<file path="src/lisd_regs.vh">
`ifndef LISD_REGS_VH
`define LISD_REGS_VH
// Control interface select code for hardware control mode
`define LISD_MODE_HW 2'h0
// Pulse template codes
`define LISD_PT_E1_75 4'h0
`define LISD_PT_E1_120 4'h1
`define LISD_PT_DSX1_LAST 4'h6
`define LISD_PT_J1 4'h7
`define LISD_PT_DS1_0DB 4'h8
`define LISD_PT_DS1_7P5 4'h9
`define LISD_PT_DS1_15 4'hA
`define LISD_PT_DS1_22P5 4'hB
// Line standard codes
`define LISD_STD_E1 2'h0
`define LISD_STD_DSX1 2'h1
`define LISD_STD_J1 2'h2
`define LISD_STD_DS1 2'h3
// Build-out codes for long haul
`define LISD_LBO_0DB 3'h0
`define LISD_LBO_7P5 3'h1
`define LISD_LBO_15 3'h2
`define LISD_LBO_22P5 3'h3
`define LISD_LBO_NONE 3'h4
// Matching impedance codes
`define LISD_IMP_75 2'h0
`define LISD_IMP_100 2'h1
`define LISD_IMP_110 2'h2
`define LISD_IMP_120 2'h3
// Transmit pattern codes
`define LISD_PAT_NORMAL 2'h0
`define LISD_PAT_ONES 2'h1
`define LISD_PAT_PSEUDO_RANDOM_SEQUENCE 2'h2
`define LISD_PAT_PDOWN 2'h3
// Jitter attenuator codes
`define LISD_JA_OFF 2'h0
`define LISD_JA_RX_BROAD 2'h1
`define LISD_JA_RX_NARROW 2'h2
`define LISD_JA_TX_NARROW 2'h3
`define LISD_FIFO_64 8'h40
`define LISD_FIFO_128 8'h80
`define LISD_FIFO_NONE 8'h00
// Loopback codes
`define LISD_LB_NONE 2'h0
`define LISD_LB_ANALOG 2'h1
`define LISD_LB_DIGITAL 2'h2
`define LISD_LB_REMOTE 2'h3
// Reset level of single-bit flags
`define LISD_RST_LOW 1'h0
`endif

</file>
<file path="src/lisd_strap_decoder.v">
`timescale 1ns/1ns
`default_nettype none
`include "lisd_regs.vh"

module lisd_strap_decoder (
  input wire sys_clk,
  input wire rst,
  input wire [1:0] interface_mode_select,
  input wire [3:0] pulse_template_select,
  input wire equalizer_range_select,
  input wire receiver_powerdown,
  input wire [1:0] transmit_pattern_select,
  input wire [1:0] jitter_attenuator_select,
  input wire monitor_gain_select,
  input wire [1:0] loopback_select,
  input wire driver_highz,
  input wire receive_clock_edge_select,
  output reg hw_mode_active_q,
  output reg [1:0] line_standard_q,
  output reg t1_rate_q,
  output reg [1:0] match_impedance_q,
  output reg long_haul_template_q,
  output reg [2:0] line_build_out_q,
  output reg eq_long_haul_q,
  output reg rx_powered_down_q,
  output reg tx_all_ones_q,
  output reg tx_pseudo_random_sequence_q,
  output reg tx_powered_down_q,
  output reg ja_enable_q,
  output reg ja_in_transmit_q,
  output reg ja_narrow_bw_q,
  output reg [7:0] ja_fifo_depth_q,
  output reg monitor_gain_high_q,
  output reg analog_loopback_q,
  output reg digital_loopback_q,
  output reg remote_loopback_q,
  output reg driver_enable_q,
  output reg rx_clock_falling_q
);

  // ****************************************
  // Template decode
  // ****************************************
  reg [1:0] std_d;
  reg [1:0] imp_d;
  reg [2:0] lbo_d;
  reg lh_d;
  reg hw_d;

  // Standard, impedance and build-out from template code
  always @* begin
    hw_d = (interface_mode_select == `LISD_MODE_HW);
    std_d = `LISD_STD_DS1;
    imp_d = `LISD_IMP_100;
    lbo_d = `LISD_LBO_NONE;
    lh_d = 1'h0;
    case (pulse_template_select)
      `LISD_PT_E1_75: begin
        std_d = `LISD_STD_E1;
        imp_d = `LISD_IMP_75;
      end
      `LISD_PT_E1_120: begin
        std_d = `LISD_STD_E1;
        imp_d = `LISD_IMP_120;
      end
      `LISD_PT_J1: begin
        std_d = `LISD_STD_J1;
        imp_d = `LISD_IMP_110;
      end
      `LISD_PT_DS1_0DB: begin
        lbo_d = `LISD_LBO_0DB;
        lh_d = 1'h1;
      end
      `LISD_PT_DS1_7P5: begin
        lbo_d = `LISD_LBO_7P5;
        lh_d = 1'h1;
      end
      `LISD_PT_DS1_15: begin
        lbo_d = `LISD_LBO_15;
        lh_d = 1'h1;
      end
      `LISD_PT_DS1_22P5: begin
        lbo_d = `LISD_LBO_22P5;
        lh_d = 1'h1;
      end
      default: begin
        if (pulse_template_select <= `LISD_PT_DSX1_LAST) begin
          std_d = `LISD_STD_DSX1;
        end else begin
          lh_d = 1'h1; // DS1, no build-out
        end
      end
    endcase
  end

  // ****************************************
  // Shared decode helpers
  // ****************************************

  // Select code to one-hot: 01, 10, 11 map to bits 0, 1, 2
  function [2:0] lisd_code_onehot;
    input [1:0] code;
    begin
      lisd_code_onehot = {(code == 2'h3), (code == 2'h2), (code == 2'h1)};
    end
  endfunction

  // Jitter attenuator FIFO depth in bits, zero when disabled
  function [7:0] lisd_fifo_depth;
    input [1:0] code;
    begin
      case (code)
        `LISD_JA_RX_BROAD: lisd_fifo_depth = `LISD_FIFO_64;
        `LISD_JA_RX_NARROW: lisd_fifo_depth = `LISD_FIFO_128;
        `LISD_JA_TX_NARROW: lisd_fifo_depth = `LISD_FIFO_128;
        default: lisd_fifo_depth = `LISD_FIFO_NONE;
      endcase
    end
  endfunction

  // Pattern and loopback selects share one encoding
  wire [2:0] pat_hot;
  wire [2:0] loop_hot;
  assign pat_hot = lisd_code_onehot(transmit_pattern_select);
  assign loop_hot = lisd_code_onehot(loopback_select);

  // ****************************************
  // Registered outputs
  // ****************************************

  // Mode flag follows the interface select on every edge
  always @(posedge sys_clk or posedge rst) begin
    if (rst) begin
      hw_mode_active_q <= `LISD_RST_LOW;
    end else begin
      hw_mode_active_q <= hw_d;
    end
  end

  // Template outputs, held when not in hardware mode
  always @(posedge sys_clk or posedge rst) begin
    if (rst) begin
      line_standard_q <= `LISD_STD_E1;
      t1_rate_q <= `LISD_RST_LOW;
      match_impedance_q <= `LISD_IMP_75;
      long_haul_template_q <= `LISD_RST_LOW;
      line_build_out_q <= `LISD_LBO_NONE;
    end else if (hw_d) begin
      line_standard_q <= std_d;
      t1_rate_q <= (std_d != `LISD_STD_E1);
      match_impedance_q <= imp_d;
      long_haul_template_q <= lh_d;
      line_build_out_q <= lbo_d;
    end
  end

  // Receive side straps, held when not in hardware mode
  always @(posedge sys_clk or posedge rst) begin
    if (rst) begin
      eq_long_haul_q <= `LISD_RST_LOW;
      rx_powered_down_q <= `LISD_RST_LOW;
      monitor_gain_high_q <= `LISD_RST_LOW;
      rx_clock_falling_q <= `LISD_RST_LOW;
    end else if (hw_d) begin
      eq_long_haul_q <= equalizer_range_select;
      rx_powered_down_q <= receiver_powerdown;
      monitor_gain_high_q <= monitor_gain_select;
      rx_clock_falling_q <= receive_clock_edge_select;
    end
  end

  // Transmit source and line driver, driver off in reset
  always @(posedge sys_clk or posedge rst) begin
    if (rst) begin
      tx_all_ones_q <= `LISD_RST_LOW;
      tx_pseudo_random_sequence_q <= `LISD_RST_LOW;
      tx_powered_down_q <= `LISD_RST_LOW;
      driver_enable_q <= `LISD_RST_LOW;
    end else if (hw_d) begin
      tx_all_ones_q <= pat_hot[0];
      tx_pseudo_random_sequence_q <= pat_hot[1];
      tx_powered_down_q <= pat_hot[2];
      driver_enable_q <= ~driver_highz;
    end
  end

  // Jitter attenuator position, bandwidth and depth
  always @(posedge sys_clk or posedge rst) begin
    if (rst) begin
      ja_enable_q <= `LISD_RST_LOW;
      ja_in_transmit_q <= `LISD_RST_LOW;
      ja_narrow_bw_q <= `LISD_RST_LOW;
      ja_fifo_depth_q <= `LISD_FIFO_NONE;
    end else if (hw_d) begin
      ja_enable_q <= (jitter_attenuator_select != `LISD_JA_OFF);
      ja_in_transmit_q <= (jitter_attenuator_select == `LISD_JA_TX_NARROW);
      ja_narrow_bw_q <= jitter_attenuator_select[1];
      ja_fifo_depth_q <= lisd_fifo_depth(jitter_attenuator_select);
    end
  end

  // Loopback mode, one-hot
  always @(posedge sys_clk or posedge rst) begin
    if (rst) begin
      analog_loopback_q <= `LISD_RST_LOW;
      digital_loopback_q <= `LISD_RST_LOW;
      remote_loopback_q <= `LISD_RST_LOW;
    end else if (hw_d) begin
      analog_loopback_q <= loop_hot[0];
      digital_loopback_q <= loop_hot[1];
      remote_loopback_q <= loop_hot[2];
    end
  end

endmodule
`default_nettype wire

</file>
<file path="config.mk">
export PLATFORM = sky130hd
export DESIGN_NAME = lisd_strap_decoder
export DESIGN_NICKNAME = d
export VERILOG_FILES = /design/src/lisd_strap_decoder.v
export VERILOG_INCLUDE_DIRS = /design/src
export SDC_FILE = /design/constraint.sdc
export NUM_CORES = 1
export LEC_CHECK = 0
export ABC_AREA = 1
export ABC_CLOCK_PERIOD_IN_PS = 1050
export BUFFER_PORTS_ARGS = -buffer_cell sky130_fd_sc_hd__buf_2
export CORE_MARGIN = 3
export CORE_UTILIZATION = 40
export CTS_CLUSTER_DIAMETER = 50
export DETAILED_ROUTE_END_ITERATION = 8
export HOLD_SLACK_MARGIN = 0.15
export PLACE_DENSITY = 0.7
export SLEW_MARGIN = 20
export SYNTH_ARGS = -nofsm -noshare
export SYNTH_HDL_FRONTEND = slang
export SYNTH_SLANG_ARGS = --single-unit
</file>
<file path="constraint.sdc">
create_clock -name sys_clk -period 1.05 [get_ports sys_clk]
set_clock_uncertainty 0.05 [all_clocks]
set_input_delay 0 -clock sys_clk [delete_from_list [all_inputs] [get_ports sys_clk]]
set_output_delay 0 -clock sys_clk [all_outputs]
set_load 0.01 [all_outputs]
</file>
==> results.ini <==
[grt]
antenna_found_initial=0
grt_max_degree=26
grt_use_total=0.1719
grt_pass1_wl_mm=4.491
grt_overflow=0
grt_pass1_vias=960

[critical_path]
cp_slowest_cell=dfstp_2
cp-end-kind=output pin
worstSetupPathType=flop to output pin
path_cells=buf_6
r2r_setup_slack_ns=0.26
timing.rr.end=line_build_out_q[2]
cp_num_cells=1
required_ns=1.00
crit_family=flip-flops
crit_start=line_build_out_q[2]
crit_path_max_incr_delay_ns=0.56
startpoint_type=flop
worstPathArrival_ns=0.97
crit_buf_inv=1
cp_max_fo=2
r2r_cells=2
crit_end=line_build_out_q[2]
r2r_start=line_build_out_q[2]

[timing]
setup_tns_ns=0
rsz0062_at_grt=yes
setup_viol=0
period_needed_ns=1.023
maxSlewViolCount=0
period_share=0.9747
setup_slack_ns=0.02655
fmax_ghz=0.9771
hold_violations=0

[die]
io_pins=51
die-area_sq_um=3485
start_util=0.4381
die-width_microns=59.03
core_sq_um=2567
row_count=18
fp.dieH_microns=59.03

[synthesis]
synth.most_common_cell=nand2_1
synthTopCellsByCount=nand2_1 (57), dfrtp_1 (25), inv_1 (9)
ys_types=15
synth_edf_count=0
seq_area_frac_synth=0.5795
yosys_warnings=0
synth-seq-cells=26
synth_area_sq_um=1125
synth_area_leader_cell=dfrtp_1
syn_inst=129
synth_top_flop_cell=dfrtp_1
synth_top_area_share=0.5562
synthArstFlopShare=1.000
synth_area_leaders=dfrtp_1 (56%), nand2_1 (19%), buf_4 (4.7%), nand3_1 (3.6%), inv_1 (3.0%)
syn_area_per_cell_sq_um=8.720

[finish]
syn_to_final_growth_pct=42.49
drive_gt1_frac=0.2969
final_cell_count_no_fill=222
post-route-util=0.6243
antenna_cells=0
final_area_sq_um=1603
final_nets=212

[place]
postPlaceCellArea_sq_um=1338
dp_hpwl_mm=1.841
post-place-ws_ns=0.2436
dp_cells=201
globalplace.congestion=0.7894
port_buffers=44

[routing]
routed_wirelength_mm=2.838
viasPerCell=4.590
final_antenna_net_count=0
drtIter0Drc=50
wire_per_inst_microns=12.78
drc=0
drtPass1Iterations=4
vias=1019

[clock_network]
cts.path.max_buffers=2
path_clk_slew_ns=0.13
cts_tree=yes
cts_hold_buf=18
htree_levels=1
cts_num_sinks=26
cts_buffers=3
cts-root-buf=clkbuf_4
clock_latency_ns=0.32

[power_and_ir_drop]
power_density_nw_per_um2=1460
irDropWorstVdd_mv=1.053
p_leak_uw=0.0009234

[flow_run]
cap_viol_max_count=0

[min_path]
hold_path_class=input pin to asynchronous set/reset pin

[outcome]
outcome=finished clean

kinds of logic after synthesis:
kind of cell,synth area share
DFF,0.5795
other,0.003334
buffers and inverters,0.1101
AOI/OAI and AO/OA,0.04450
and+or+nand+nor,0.2625
power breakdown:
part / switching, uW / internal [uW]
logic: 269 / 223
registers: 58.3 / 1120
clock network: 288 / 386
total: 616 / 1720
per-layer routing:
metal	global-route usage	vias up	part of all wire
met5	0	-	0
met2	0.2839	36	0.52
met1	0.2278	474	0.40
met3	0.02397	4	0.066
met4	0.06796	0	0.011
li1	-	505	-
layout make-up:
| cell class | count | area (sq um) |
|---|---|---|
| Sequential cell | 26 | 651.9 |
| Clock buffer | 3 | 22.52 |
| Inverter | 10 | 40.04 |
| Clock inverter | 1 | 30.03 |
| Timing Repair Buffer | 64 | 442.9 |
| Tap cell | 30 | 37.54 |
| Fill cell | 226 | 964.7 |
| Multi-Input combinational cell | 88 | 377.9 |
cells in the final DEF (no fill, tap or decap), types with 3 or more instances in the layout:
cell type      instances
buf_2                 41
o21ai_0                3
conb_1                 6
inv_1                  9
nand2_1               57
dfrtp_1               25
nand3_1                6
clkbuf_4               3
dlygate4sd3_1         18
nor2_1                 8
timing repair:
| item | CTS | global route |
|---|---|---|
| buffers inserted | 0 | 1 |
| gates resized for setup | 0 | 7 |
| endpoints found under the hold margin | 52 | 7 |
| endpoints found under the setup margin | 0 | 26 |
worst min path at each step:
stage	start	end	cells after the start	slack, ns
finish	rst	ja_fifo_depth_q[7]	3	0.11
global route	rst	ja_fifo_depth_q[7]	3	0.14
CTS	rst	ja_fifo_depth_q[7]	3	0.12
detailed placement	rst	ja_fifo_depth_q[7]	2	-0.07
global placement	rst	ja_narrow_bw_q	2	-0.08
floorplan	rst	analog_loopback_q	1	-0.01
state kept, by name (all words and copies together), names as in the netlist, 2 cells and up:
name and flops:
ja_fifo_depth_q 2, line_standard_q 2, match_impedance_q 2, line_build_out_q 3
per-stage QoR:
stage	power (uW)	hold WS (ns)
2_1_floorplan	1437	-0.01072
3_3_place_gp	1600	-0.08093
3_5_place_dp	1615	-0.06861
4_1_cts	2349	0.1220
5_1_grt	2476	0.1383
6_report	2340	0.1135
Note: power is estimated with default switching activity, not from simulation.
